File: config.mk
export PLATFORM = sky130hd
export DESIGN_NAME = atim_ctrl
export DESIGN_NICKNAME = d
export VERILOG_FILES = /design/src/core/atim_pkg.sv /design/src/core/atim_ctrl.sv /design/src/core/atim_trig_gate.sv
export SDC_FILE = /design/constraint.sdc
export NUM_CORES = 1
export LEC_CHECK = 0
export ABC_CLOCK_PERIOD_IN_PS = 2400
export BUFFER_PORTS_ARGS = -buffer_cell sky130_fd_sc_hd__buf_2
export CAP_MARGIN = 10
export CORE_UTILIZATION = 45
export CTS_CLUSTER_SIZE = 40
export DETAILED_ROUTE_END_ITERATION = 16
export GPL_TIMING_DRIVEN = 0
export PLACE_DENSITY = 0.72
export SLEW_MARGIN = 20
export SYNTH_ARGS = -nofsm -noshare
export SYNTH_HDL_FRONTEND = slang
export SYNTH_SLANG_ARGS = --single-unit
File: constraint.sdc
create_clock -name core_clk -period 2.4 [get_ports core_clk]
set_clock_uncertainty 0.2 [all_clocks]
set_input_delay 0 -clock core_clk [delete_from_list [all_inputs] [get_ports core_clk]]
set_output_delay 0 -clock core_clk [all_outputs]
set_load 0.02 [all_outputs]
File: src/core/atim_pkg.sv
// package: register map, field layouts, reset values and types of the adc trigger control
package atim_pkg;

   // clock rate of the converter clock
   localparam int unsigned ATIM_CLK_HZ = 40_000_000;

   // register byte offsets on the apb port
   localparam logic [7:0] ATIM_ADDR_CTL3  = 8'h00;
   localparam logic [7:0] ATIM_ADDR_IMODE = 8'h04;
   localparam logic [7:0] ATIM_ADDR_STS   = 8'h08;
   localparam logic [7:0] ATIM_ADDR_MSK   = 8'h0C;
   localparam logic [7:0] ATIM_ADDR_GSEL  = 8'h10;
   localparam logic [7:0] ATIM_ADDR_SSEL  = 8'h14;

   // reset values
   localparam logic [31:0] ATIM_CTL3_RST  = 32'h0000_0000;
   localparam logic [31:0] ATIM_IMODE_RST = 32'h0000_0000;
   localparam logic [1:0]  ATIM_STS_RST   = 2'h0;
   localparam logic [1:0]  ATIM_MSK_RST   = 2'h0;
   localparam logic [31:0] ATIM_GSEL_RST  = 32'h0000_0000;
   localparam logic        ATIM_SSEL_RST  = 1'b0;

   // bits of the input mode register that exist in the smallest package
   localparam logic [31:0] ATIM_IMODE_SMALL_MASK = 32'h0000_003F;

   // status and mask bit positions
   localparam int unsigned ATIM_STS_UPD_BIT = 0;
   localparam int unsigned ATIM_STS_REQ_BIT = 1;

   // adc_control_three layout, bit 31 down to bit 0
   typedef struct packed {
      logic [18:0] rsvd_hi;
      logic        trigger_suspend;
      logic        update_ready_irq_enable;
      logic        update_ready;
      logic        software_sample_hold;
      logic        single_conversion_request;
      logic        global_level_soft_trigger;
      logic        rsvd_6;
      logic [5:0]  request_input_select;
   } atim_ctl3_s;

   // trigger bundle handed to the conversion cores
   typedef struct packed {
      logic [31:0] input_trig;
      logic        scan_trig;
      logic        single_trig;
      logic [5:0]  single_sel;
   } atim_trig_s;

   // apb slave phase
   typedef enum logic [0:0] {
      ATIM_APB_IDLE = 1'b0,
      ATIM_APB_RESP = 1'b1
   } atim_apb_st_e;

endpackage : atim_pkg

File: src/core/atim_ctrl.sv
// module: adc trigger, sampling and input mode control behind an apb port
// Operation
// - suspend blocks new conversion triggers
// - update-ready interrupt only when enabled
// - update-ready reads one when updates safe
// - update-ready needs suspend and idle cores
// - sample bit sets sampling, clear holds
// - sample bit overrides sample-time count
// - sample bit drives shared core only
// - request converts input chosen by select
// - request bit self-clears next cycle
// - global trigger fires selected inputs
// - differential bit per upper input
// - signed format bit per upper input
// - two mode bits packed per input
// - smallest package lacks upper mode bits
`timescale 1ns/10ps
`default_nettype none

module atim_ctrl
   import atim_pkg::*;
#(
   parameter int unsigned NUM_CORES = 8,
   parameter bit          SMALL_PKG = 1'b0
)
(
   input  wire logic                 core_clk,
   input  wire logic                 rst,
   // apb slave
   input  wire logic                 psel,
   input  wire logic                 penable,
   input  wire logic                 pwrite,
   input  wire logic [7:0]           paddr,
   input  wire logic [31:0]          pwdata,
   output logic                      pready,
   output logic [31:0]               prdata,
   output logic                      pslverr,
   // converter side
   input  wire logic [NUM_CORES-1:0] core_busy,
   input  wire logic [31:0]          hw_input_trig,
   input  wire logic                 hw_scan_trig,
   output atim_trig_s                conv_trig,
   output logic                      shared_sample_hold,
   output logic                      sample_time_ignore,
   output logic [15:0]               input_differential_mode,
   output logic [15:0]               input_signed_format,
   output logic                      irq
);

   ////////////////////////////////////////////////////////////////////////////
   // state

   atim_apb_st_e apb_st_r;
   logic         pready_r;
   logic [31:0]  prdata_r;
   logic         pslverr_r;
   atim_ctl3_s   ctl_r;
   logic [31:0]  imode_r;
   logic [1:0]   sts_r;
   logic [1:0]   msk_r;
   logic [31:0]  gsel_r;
   logic         ssel_r;
   logic         upd_prev_r;
   logic         shared_r;
   logic         irq_r;
   logic         wr_go;
   logic         rd_go;
   logic         upd_rise;
   logic [1:0]   sts_set;
   logic [31:0]  imode_keep;
   atim_ctl3_s   wr_ctl;

   // address decode, used for read mux and write strobes
   function automatic logic addr_hit(input logic [7:0] a, input logic [7:0] reg_addr);
      addr_hit = (a == reg_addr);
   endfunction : addr_hit

   function automatic logic addr_mapped(input logic [7:0] a);
      addr_mapped = addr_hit(a, ATIM_ADDR_CTL3) | addr_hit(a, ATIM_ADDR_IMODE)
                  | addr_hit(a, ATIM_ADDR_STS)  | addr_hit(a, ATIM_ADDR_MSK)
                  | addr_hit(a, ATIM_ADDR_GSEL) | addr_hit(a, ATIM_ADDR_SSEL);
   endfunction : addr_mapped

   ////////////////////////////////////////////////////////////////////////////
   // apb slave: one wait state, write lands at the edge pready is seen high

   assign rd_go = (apb_st_r == ATIM_APB_IDLE) & psel & penable & ~pwrite;
   assign wr_go = (apb_st_r == ATIM_APB_RESP) & psel & penable & pwrite & pready_r
                & addr_mapped(paddr);
   assign wr_ctl = atim_ctl3_s'(pwdata);

   // phase tracking and response flags
   always_ff @(posedge core_clk) begin
      if (rst) begin
         apb_st_r  <= ATIM_APB_IDLE;
         pready_r  <= 1'b0;
         pslverr_r <= 1'b0;
      end else begin
         case (apb_st_r)
            ATIM_APB_IDLE: begin
               if (psel && penable) begin
                  apb_st_r  <= ATIM_APB_RESP;
                  pready_r  <= 1'b1;
                  pslverr_r <= ~addr_mapped(paddr);
               end
            end
            ATIM_APB_RESP: begin
               apb_st_r  <= ATIM_APB_IDLE;
               pready_r  <= 1'b0;
               pslverr_r <= 1'b0;
            end
            default: begin
               apb_st_r  <= ATIM_APB_IDLE;
               pready_r  <= 1'b0;
               pslverr_r <= 1'b0;
            end
         endcase
      end
   end

   // read data captured at the same edge pready rises; unmapped reads zero
   always_ff @(posedge core_clk) begin
      if (rst) begin
         prdata_r <= 32'h0000_0000;
      end else if (rd_go) begin
         if (addr_hit(paddr, ATIM_ADDR_CTL3)) begin
            prdata_r <= 32'(ctl_r);
         end else if (addr_hit(paddr, ATIM_ADDR_IMODE)) begin
            prdata_r <= imode_r;
         end else if (addr_hit(paddr, ATIM_ADDR_STS)) begin
            prdata_r <= {30'h0000_0000, sts_r};
         end else if (addr_hit(paddr, ATIM_ADDR_MSK)) begin
            prdata_r <= {30'h0000_0000, msk_r};
         end else if (addr_hit(paddr, ATIM_ADDR_GSEL)) begin
            prdata_r <= gsel_r;
         end else if (addr_hit(paddr, ATIM_ADDR_SSEL)) begin
            prdata_r <= {31'h0000_0000, ssel_r};
         end else begin
            prdata_r <= 32'h0000_0000;
         end
      end else if (!psel) begin
         prdata_r <= 32'h0000_0000;
      end
   end

   ////////////////////////////////////////////////////////////////////////////
   // adc_control_three

   // software fields; reserved bits and update-ready are not writable
   always_ff @(posedge core_clk) begin
      if (rst) begin
         ctl_r <= atim_ctl3_s'(ATIM_CTL3_RST);
      end else begin
         // request clears the cycle after it was set
         ctl_r.single_conversion_request <= 1'b0;
         // ready only while suspended with idle cores
         ctl_r.update_ready <= ctl_r.trigger_suspend & ~(|core_busy);
         if (wr_go && addr_hit(paddr, ATIM_ADDR_CTL3)) begin
            ctl_r.trigger_suspend           <= wr_ctl.trigger_suspend;
            ctl_r.update_ready_irq_enable   <= wr_ctl.update_ready_irq_enable;
            ctl_r.software_sample_hold      <= wr_ctl.software_sample_hold;
            // writing one requests; zero does nothing
            ctl_r.single_conversion_request <= wr_ctl.single_conversion_request;
            ctl_r.global_level_soft_trigger <= wr_ctl.global_level_soft_trigger;
            ctl_r.request_input_select      <= wr_ctl.request_input_select;
         end
      end
   end

   ////////////////////////////////////////////////////////////////////////////
   // software sampling of the shared sample-and-hold

   // sampling follows the bit, hold when clear
   // bit wins and sample-time count is bypassed
   // only the shared core sees this; class 1 inputs are not wired here
   always_ff @(posedge core_clk) begin
      if (rst) begin
         shared_r <= 1'b0;
      end else begin
         shared_r <= ctl_r.software_sample_hold;
      end
   end

   ////////////////////////////////////////////////////////////////////////////
   // input mode register for inputs 16 to 31

   // absent bits stay zero in the smallest package
   assign imode_keep = SMALL_PKG ? ATIM_IMODE_SMALL_MASK : 32'hFFFF_FFFF;

   always_ff @(posedge core_clk) begin
      if (rst) begin
         imode_r <= ATIM_IMODE_RST;
      end else if (wr_go && addr_hit(paddr, ATIM_ADDR_IMODE)) begin
         imode_r <= pwdata & imode_keep;
      end
   end

   // odd bit differential, even bit signed
   for (genvar g = 0; g < 16; g++) begin : g_mode
      assign input_differential_mode[g] = imode_r[2*g+1];
      assign input_signed_format[g]     = imode_r[2*g];
   end

   ////////////////////////////////////////////////////////////////////////////
   // global soft trigger routing, chosen per input and for the scan

   always_ff @(posedge core_clk) begin
      if (rst) begin
         gsel_r <= ATIM_GSEL_RST;
         ssel_r <= ATIM_SSEL_RST;
      end else begin
         if (wr_go && addr_hit(paddr, ATIM_ADDR_GSEL)) begin
            gsel_r <= pwdata;
         end
         if (wr_go && addr_hit(paddr, ATIM_ADDR_SSEL)) begin
            ssel_r <= pwdata[0];
         end
      end
   end

   // global trigger reaches selected inputs and scan
   atim_trig_gate u_gate (
      .core_clk                  (core_clk),
      .rst                       (rst),
      .trigger_suspend           (ctl_r.trigger_suspend),
      .hw_input_trig             (hw_input_trig),
      .hw_scan_trig              (hw_scan_trig),
      .global_level_soft_trigger (ctl_r.global_level_soft_trigger),
      .glsw_input_select         (gsel_r),
      .glsw_scan_select          (ssel_r),
      .single_conversion_request (ctl_r.single_conversion_request),
      .request_input_select      (ctl_r.request_input_select),
      .trig_r                    (conv_trig)
   );

   ////////////////////////////////////////////////////////////////////////////
   // interrupt status, mask and output

   // edge of update-ready, not its level
   assign upd_rise = ctl_r.update_ready & ~upd_prev_r;

   always_comb begin
      sts_set = 2'h0;
      // no event unless the enable is set
      sts_set[ATIM_STS_UPD_BIT] = upd_rise & ctl_r.update_ready_irq_enable;
      sts_set[ATIM_STS_REQ_BIT] = conv_trig.single_trig;
   end

   // sticky status, write one to clear; a set in the same cycle wins
   always_ff @(posedge core_clk) begin
      if (rst) begin
         sts_r      <= ATIM_STS_RST;
         msk_r      <= ATIM_MSK_RST;
         upd_prev_r <= 1'b0;
      end else begin
         upd_prev_r <= ctl_r.update_ready;
         if (wr_go && addr_hit(paddr, ATIM_ADDR_STS)) begin
            sts_r <= (sts_r & ~pwdata[1:0]) | sts_set;
         end else begin
            sts_r <= sts_r | sts_set;
         end
         if (wr_go && addr_hit(paddr, ATIM_ADDR_MSK)) begin
            msk_r <= pwdata[1:0];
         end
      end
   end

   always_ff @(posedge core_clk) begin
      if (rst) begin
         irq_r <= 1'b0;
      end else begin
         irq_r <= |(sts_r & msk_r);
      end
   end

   ////////////////////////////////////////////////////////////////////////////
   // outputs

   assign pready             = pready_r;
   assign prdata             = prdata_r;
   assign pslverr            = pslverr_r;
   assign shared_sample_hold = shared_r;
   assign sample_time_ignore = shared_r;
   assign irq                = irq_r;
endmodule : atim_ctrl
`default_nettype wire

File: src/core/atim_trig_gate.sv
// module: trigger gating and merging toward the conversion cores
`timescale 1ns/10ps
`default_nettype none

module atim_trig_gate
   import atim_pkg::*;
(
   input  wire logic        core_clk,
   input  wire logic        rst,
   input  wire logic        trigger_suspend,
   input  wire logic [31:0] hw_input_trig,
   input  wire logic        hw_scan_trig,
   input  wire logic        global_level_soft_trigger,
   input  wire logic [31:0] glsw_input_select,
   input  wire logic        glsw_scan_select,
   input  wire logic        single_conversion_request,
   input  wire logic [5:0]  request_input_select,
   output atim_trig_s       trig_r
);

   atim_trig_s trig_nxt;

   // merge hardware, global soft and single triggers
   always_comb begin
      trig_nxt = '0;
      trig_nxt.input_trig = hw_input_trig
                          | (global_level_soft_trigger ? glsw_input_select : 32'h0000_0000);
      trig_nxt.scan_trig   = hw_scan_trig | (global_level_soft_trigger & glsw_scan_select);
      trig_nxt.single_trig = single_conversion_request;
      trig_nxt.single_sel  = request_input_select;
      // suspend blocks triggers
      // the converter stays enabled; only new starts are held off
      if (trigger_suspend) begin
         trig_nxt.input_trig  = 32'h0000_0000;
         trig_nxt.scan_trig   = 1'b0;
         trig_nxt.single_trig = 1'b0;
      end
   end

   // registered so every trigger output comes from a flop
   always_ff @(posedge core_clk) begin
      if (rst) begin
         trig_r <= '0;
      end else begin
         trig_r <= trig_nxt;
      end
   end

endmodule : atim_trig_gate
`default_nettype wire

==> summary.md <==
| Metric | Value |
|---|---|
| Die height | `between 100 and 150 um` |
| Largest net degree at the start of global routing | `17` |
| Worst path cell trace | `clkbuf_1 > or4bb_1 > nor4_2 > nand2_1 > clkbuf_2 > o21ai_0` |
| Insertion delay to the later sink of the worst-skew pair | `around 0.43 ns` |
| Top-count cell post-synth | `dfxtp_1` |
| Fin Setup TNS | `0 ns` |
| Via count | `6855` |
| Nets | `1106` |
| Hold Path Class | `in -> reg` |
| Final WL | `roughly 21 mm` |
| Final hold slack | `0.01093 ns` |
| Leak | `3.444 nW` |
| HPWL after DPL | `14.43 mm` |
| Sequential share of power | `between 40% and 50%` |
| GPL Wtd Cong | `between 0.8 and 0.9` |
| Fillers | `1140` |
| CP Launch Type | `flop` |
| Clk buf depth | `2` |
| Psw | `0.001301 W` |
| PortBufs | `193` |
| Final hold vios | `0` |
| CP required | `~2.5 ns` |
| Drt initial violations | `~600` |
| Site Rows | `42` |
| Logic pwr share | `8.1%` |
| Slew headroom | `50.92%` |
| First-pass GRT wire length | `around 33 mm` |
| FF+latch count, synth | `159` |
| Per-cell routed wire length | `17.73 um` |
| Synth Instances | `730` |
| Pwr/cell area | `658.2 nW/um^2` |
| Setup CP Type | `reg -> reg` |
| Worst path max stage delay | `0.62 ns` |
| Top FF cell, synth | `dfxtp_1` |
| Crit share post-route | `between 90% and 100%` |
| Tot GR Track Use | `30.64%` |
| Syn avg cell area | `8.357 sq um` |
| Critical path peak fanout | `10` |
| Synth Warn # | `0` |
| Min Tclk post-route | `2.252 ns` |
| Top cell type by total area after synthesis | `dfxtp_1` |
| Max-slew violations | `0` |
| Dpl cells | `1099` |
| Sink Count | `159` |
| Post-synth top cells | `dfxtp_1, a21oi_1, o21ai_0` |
| Post-synth EDFFs | `0` |
| Final setup vio count | `0` |
| ANT cells | `0` |
| Share of cells above drive strength 1 | `23.74%` |
| Via density | `5.675` |
| CTS buffer count | `17` |
| Max Clock Freq | `roughly 0.44 GHz` |
| Starting Density | `between 40% and 50%` |
| Synth area leaders | `dfxtp_1, a21oi_1, o21ai_0, nand4_1, clkbuf_1` |
| Post-Syn Area | `between 6000 and 7000 sq um` |
| CP Capture Type | `flop` |
| Initial DRT Pass Iterations | `5` |
| CP max stage cell | `or4bb_1` |
| Status | `finished clean` |
| Clock group share of total power | `44.7%` |
| GRT overflow | `0` |
| Syn nets | `between 800 and 900` |
| Final std cells w/o fill | `1208` |
| Cell-internal power | `approximately 0.0044 W` |
| H-tree levels | `4` |
| Number of max-cap violations | `0` |
| Drt drc | `0` |
| RSZ-0062 raised after global routing | `false` |
| Die ar. | `14030 sq um` |
| Number of global-route vias before repair | `~6.3k` |
| Routed Antenna Nets | `0` |
| CTS tree | `yes` |
| Share of the synthesized area in the top cell type | `52.17%` |
| Initial antenna violation count | `0` |
| Ys async rst share | `0%` |
| Post-synth cell types | `40` |
| Worst-Margin Slew | `0.7335 ns` |
| Clk pin slew, worst setup/hold paths | `0.06 ns` |
| Die Wd | `118.4 um` |
| Area Growth Syn to Fin | `41.78%` |
| Switching portion of total power | `22.86%` |
| # IOs | `195` |
| Maximum vdd drop | `0.4476 mV` |
| Root Driver | `clkbuf_16` |
| Critical Path AT | `2.39 ns` |
| Seq/Total Area, Yosys | `52.17%` |
| Core area | `13240 sq um` |
[per-stage QoR]
step / cell area, sq um / worst slack, ns / power, W / utilization [%]
after global routing: 8650 / 0.04172 / 0.005856 / 65.32
after detailed placement: 7287 / 0.06376 / 0.003086 / 55.03
after CTS: 8631 / 0.04027 / 0.005680 / 65.17
after floorplan: 6101 / 0.4751 / 0.002908 / -
final: 8650 / 0.1481 / 0.005693 / 65.32
after global placement: 7287 / 0.05957 / 0.003087 / 55.03
[power by group through the flow]
stage	clock [W]	combinational, W	sequential, W
final	0.00255	0.000464	0.00268
after CTS	0.00255	0.000445	0.00268
after global routing	0.00268	0.000493	0.00268
after detailed placement	0	0.000348	0.00274
after floorplan	0	0.000128	0.00278
after global placement	0	0.000348	0.00274
[path summary, 6_finish.rpt]
kind / from / endpoint / slack, ns / depth (start not counted)
worst max register to register: apb_st_r$_SDFF_PP0_ / prdata[28]$_SDFFE_PP0P_ / 0.15 / 6
worst min-delay path: paddr[3] / prdata[1]$_SDFFE_PP0P_ / 0.01 / 4
worst max-delay path: apb_st_r$_SDFF_PP0_ / prdata[28]$_SDFFE_PP0P_ / 0.15 / 6
worst min register to register: prdata[29]$_SDFFE_PP0P_ / prdata[29]$_SDFFE_PP0P_ / 0.25 / 2
[sequential cells by signal, summed over array words and instances (netlist names), 2 cells and up]
register       count
imode_r           32
u_gate.trig_r     40
msk_r              2
gsel_r            32
sts_r              2
ctl_r             12
prdata            32
[critical path: cells and delay by family (launching register included)]
kind,cells,cell delay (ns)
simple gates,3,0.98
buf+inv,2,0.46
flops,1,0.29
compound gates,1,0.24
[what timing repair did]
item / CTS / global route
setup endpoints to repair: 0 / 78
hold endpoints to repair: 120 / 0
gates resized for setup: 0 / 18
hold buffers: 79 / 0
setup buffers: 0 / 0
[logic make-up (layout without fill, tap and decap cells)]
logic type | after synthesis | count (layout) | synth area share, %
compound gates | 281 | 281 | 24.51
simple gates | 192 | 192 | 16.63
flops | 159 | 159 | 52.17
buf+inv | 95 | 397 | 6.173
mux | 3 | 3 | 0.5127
[placed cells by master (no fill, tap or decap), types with 2 or more instances in the layout]
| cell | count |
|---|---|
| a22oi_1 | 21 |
| a21oi_1 | 133 |
| nor4_1 | 3 |
| inv_1 | 19 |
| dlygate4sd3_1 | 79 |
| clkbuf_2 | 8 |
| nor2_1 | 40 |
| mux2i_1 | 2 |
| nor3_1 | 2 |
| a211oi_1 | 2 |
| o31ai_1 | 3 |
| clkbuf_16 | 17 |
| nand2_1 | 37 |
| dfxtp_1 | 159 |
| nor2b_1 | 10 |
| nand2b_1 | 2 |
| nand4_1 | 64 |
| clkbuf_1 | 61 |
| buf_2 | 200 |
| or2_2 | 3 |
| or4_1 | 7 |
| o21ai_0 | 114 |
| nand3_1 | 14 |
| clkinv_2 | 4 |
| clkbuf_8 | 4 |
| nor4_2 | 2 |
[metal layers]
layer / global-route usage (%) / up-vias / part of all wire (%)
li1: - / 3207 / -
met1: 40.18 / 3171 / 42
met3: 5.888 / 76 / 8.3
met4: 16.53 / 0 / 3.9
met2: 47.61 / 401 / 46
met5: 0 / - / 0
[final cells by class]
class	instances	area (sq um)	area share [%]
flip-flops and latches	159	3183	36.80
repair buffers	272	1757	20.31
clock inverters	6	57.56	0.6654
well taps	176	220.2	2.546
inverters	19	71.32	0.8245
plain buffers	75	311.5	3.602
multi-input cells	476	2554	29.52
clock buffers	25	495.5	5.728
(Power assumes the default switching activity.)
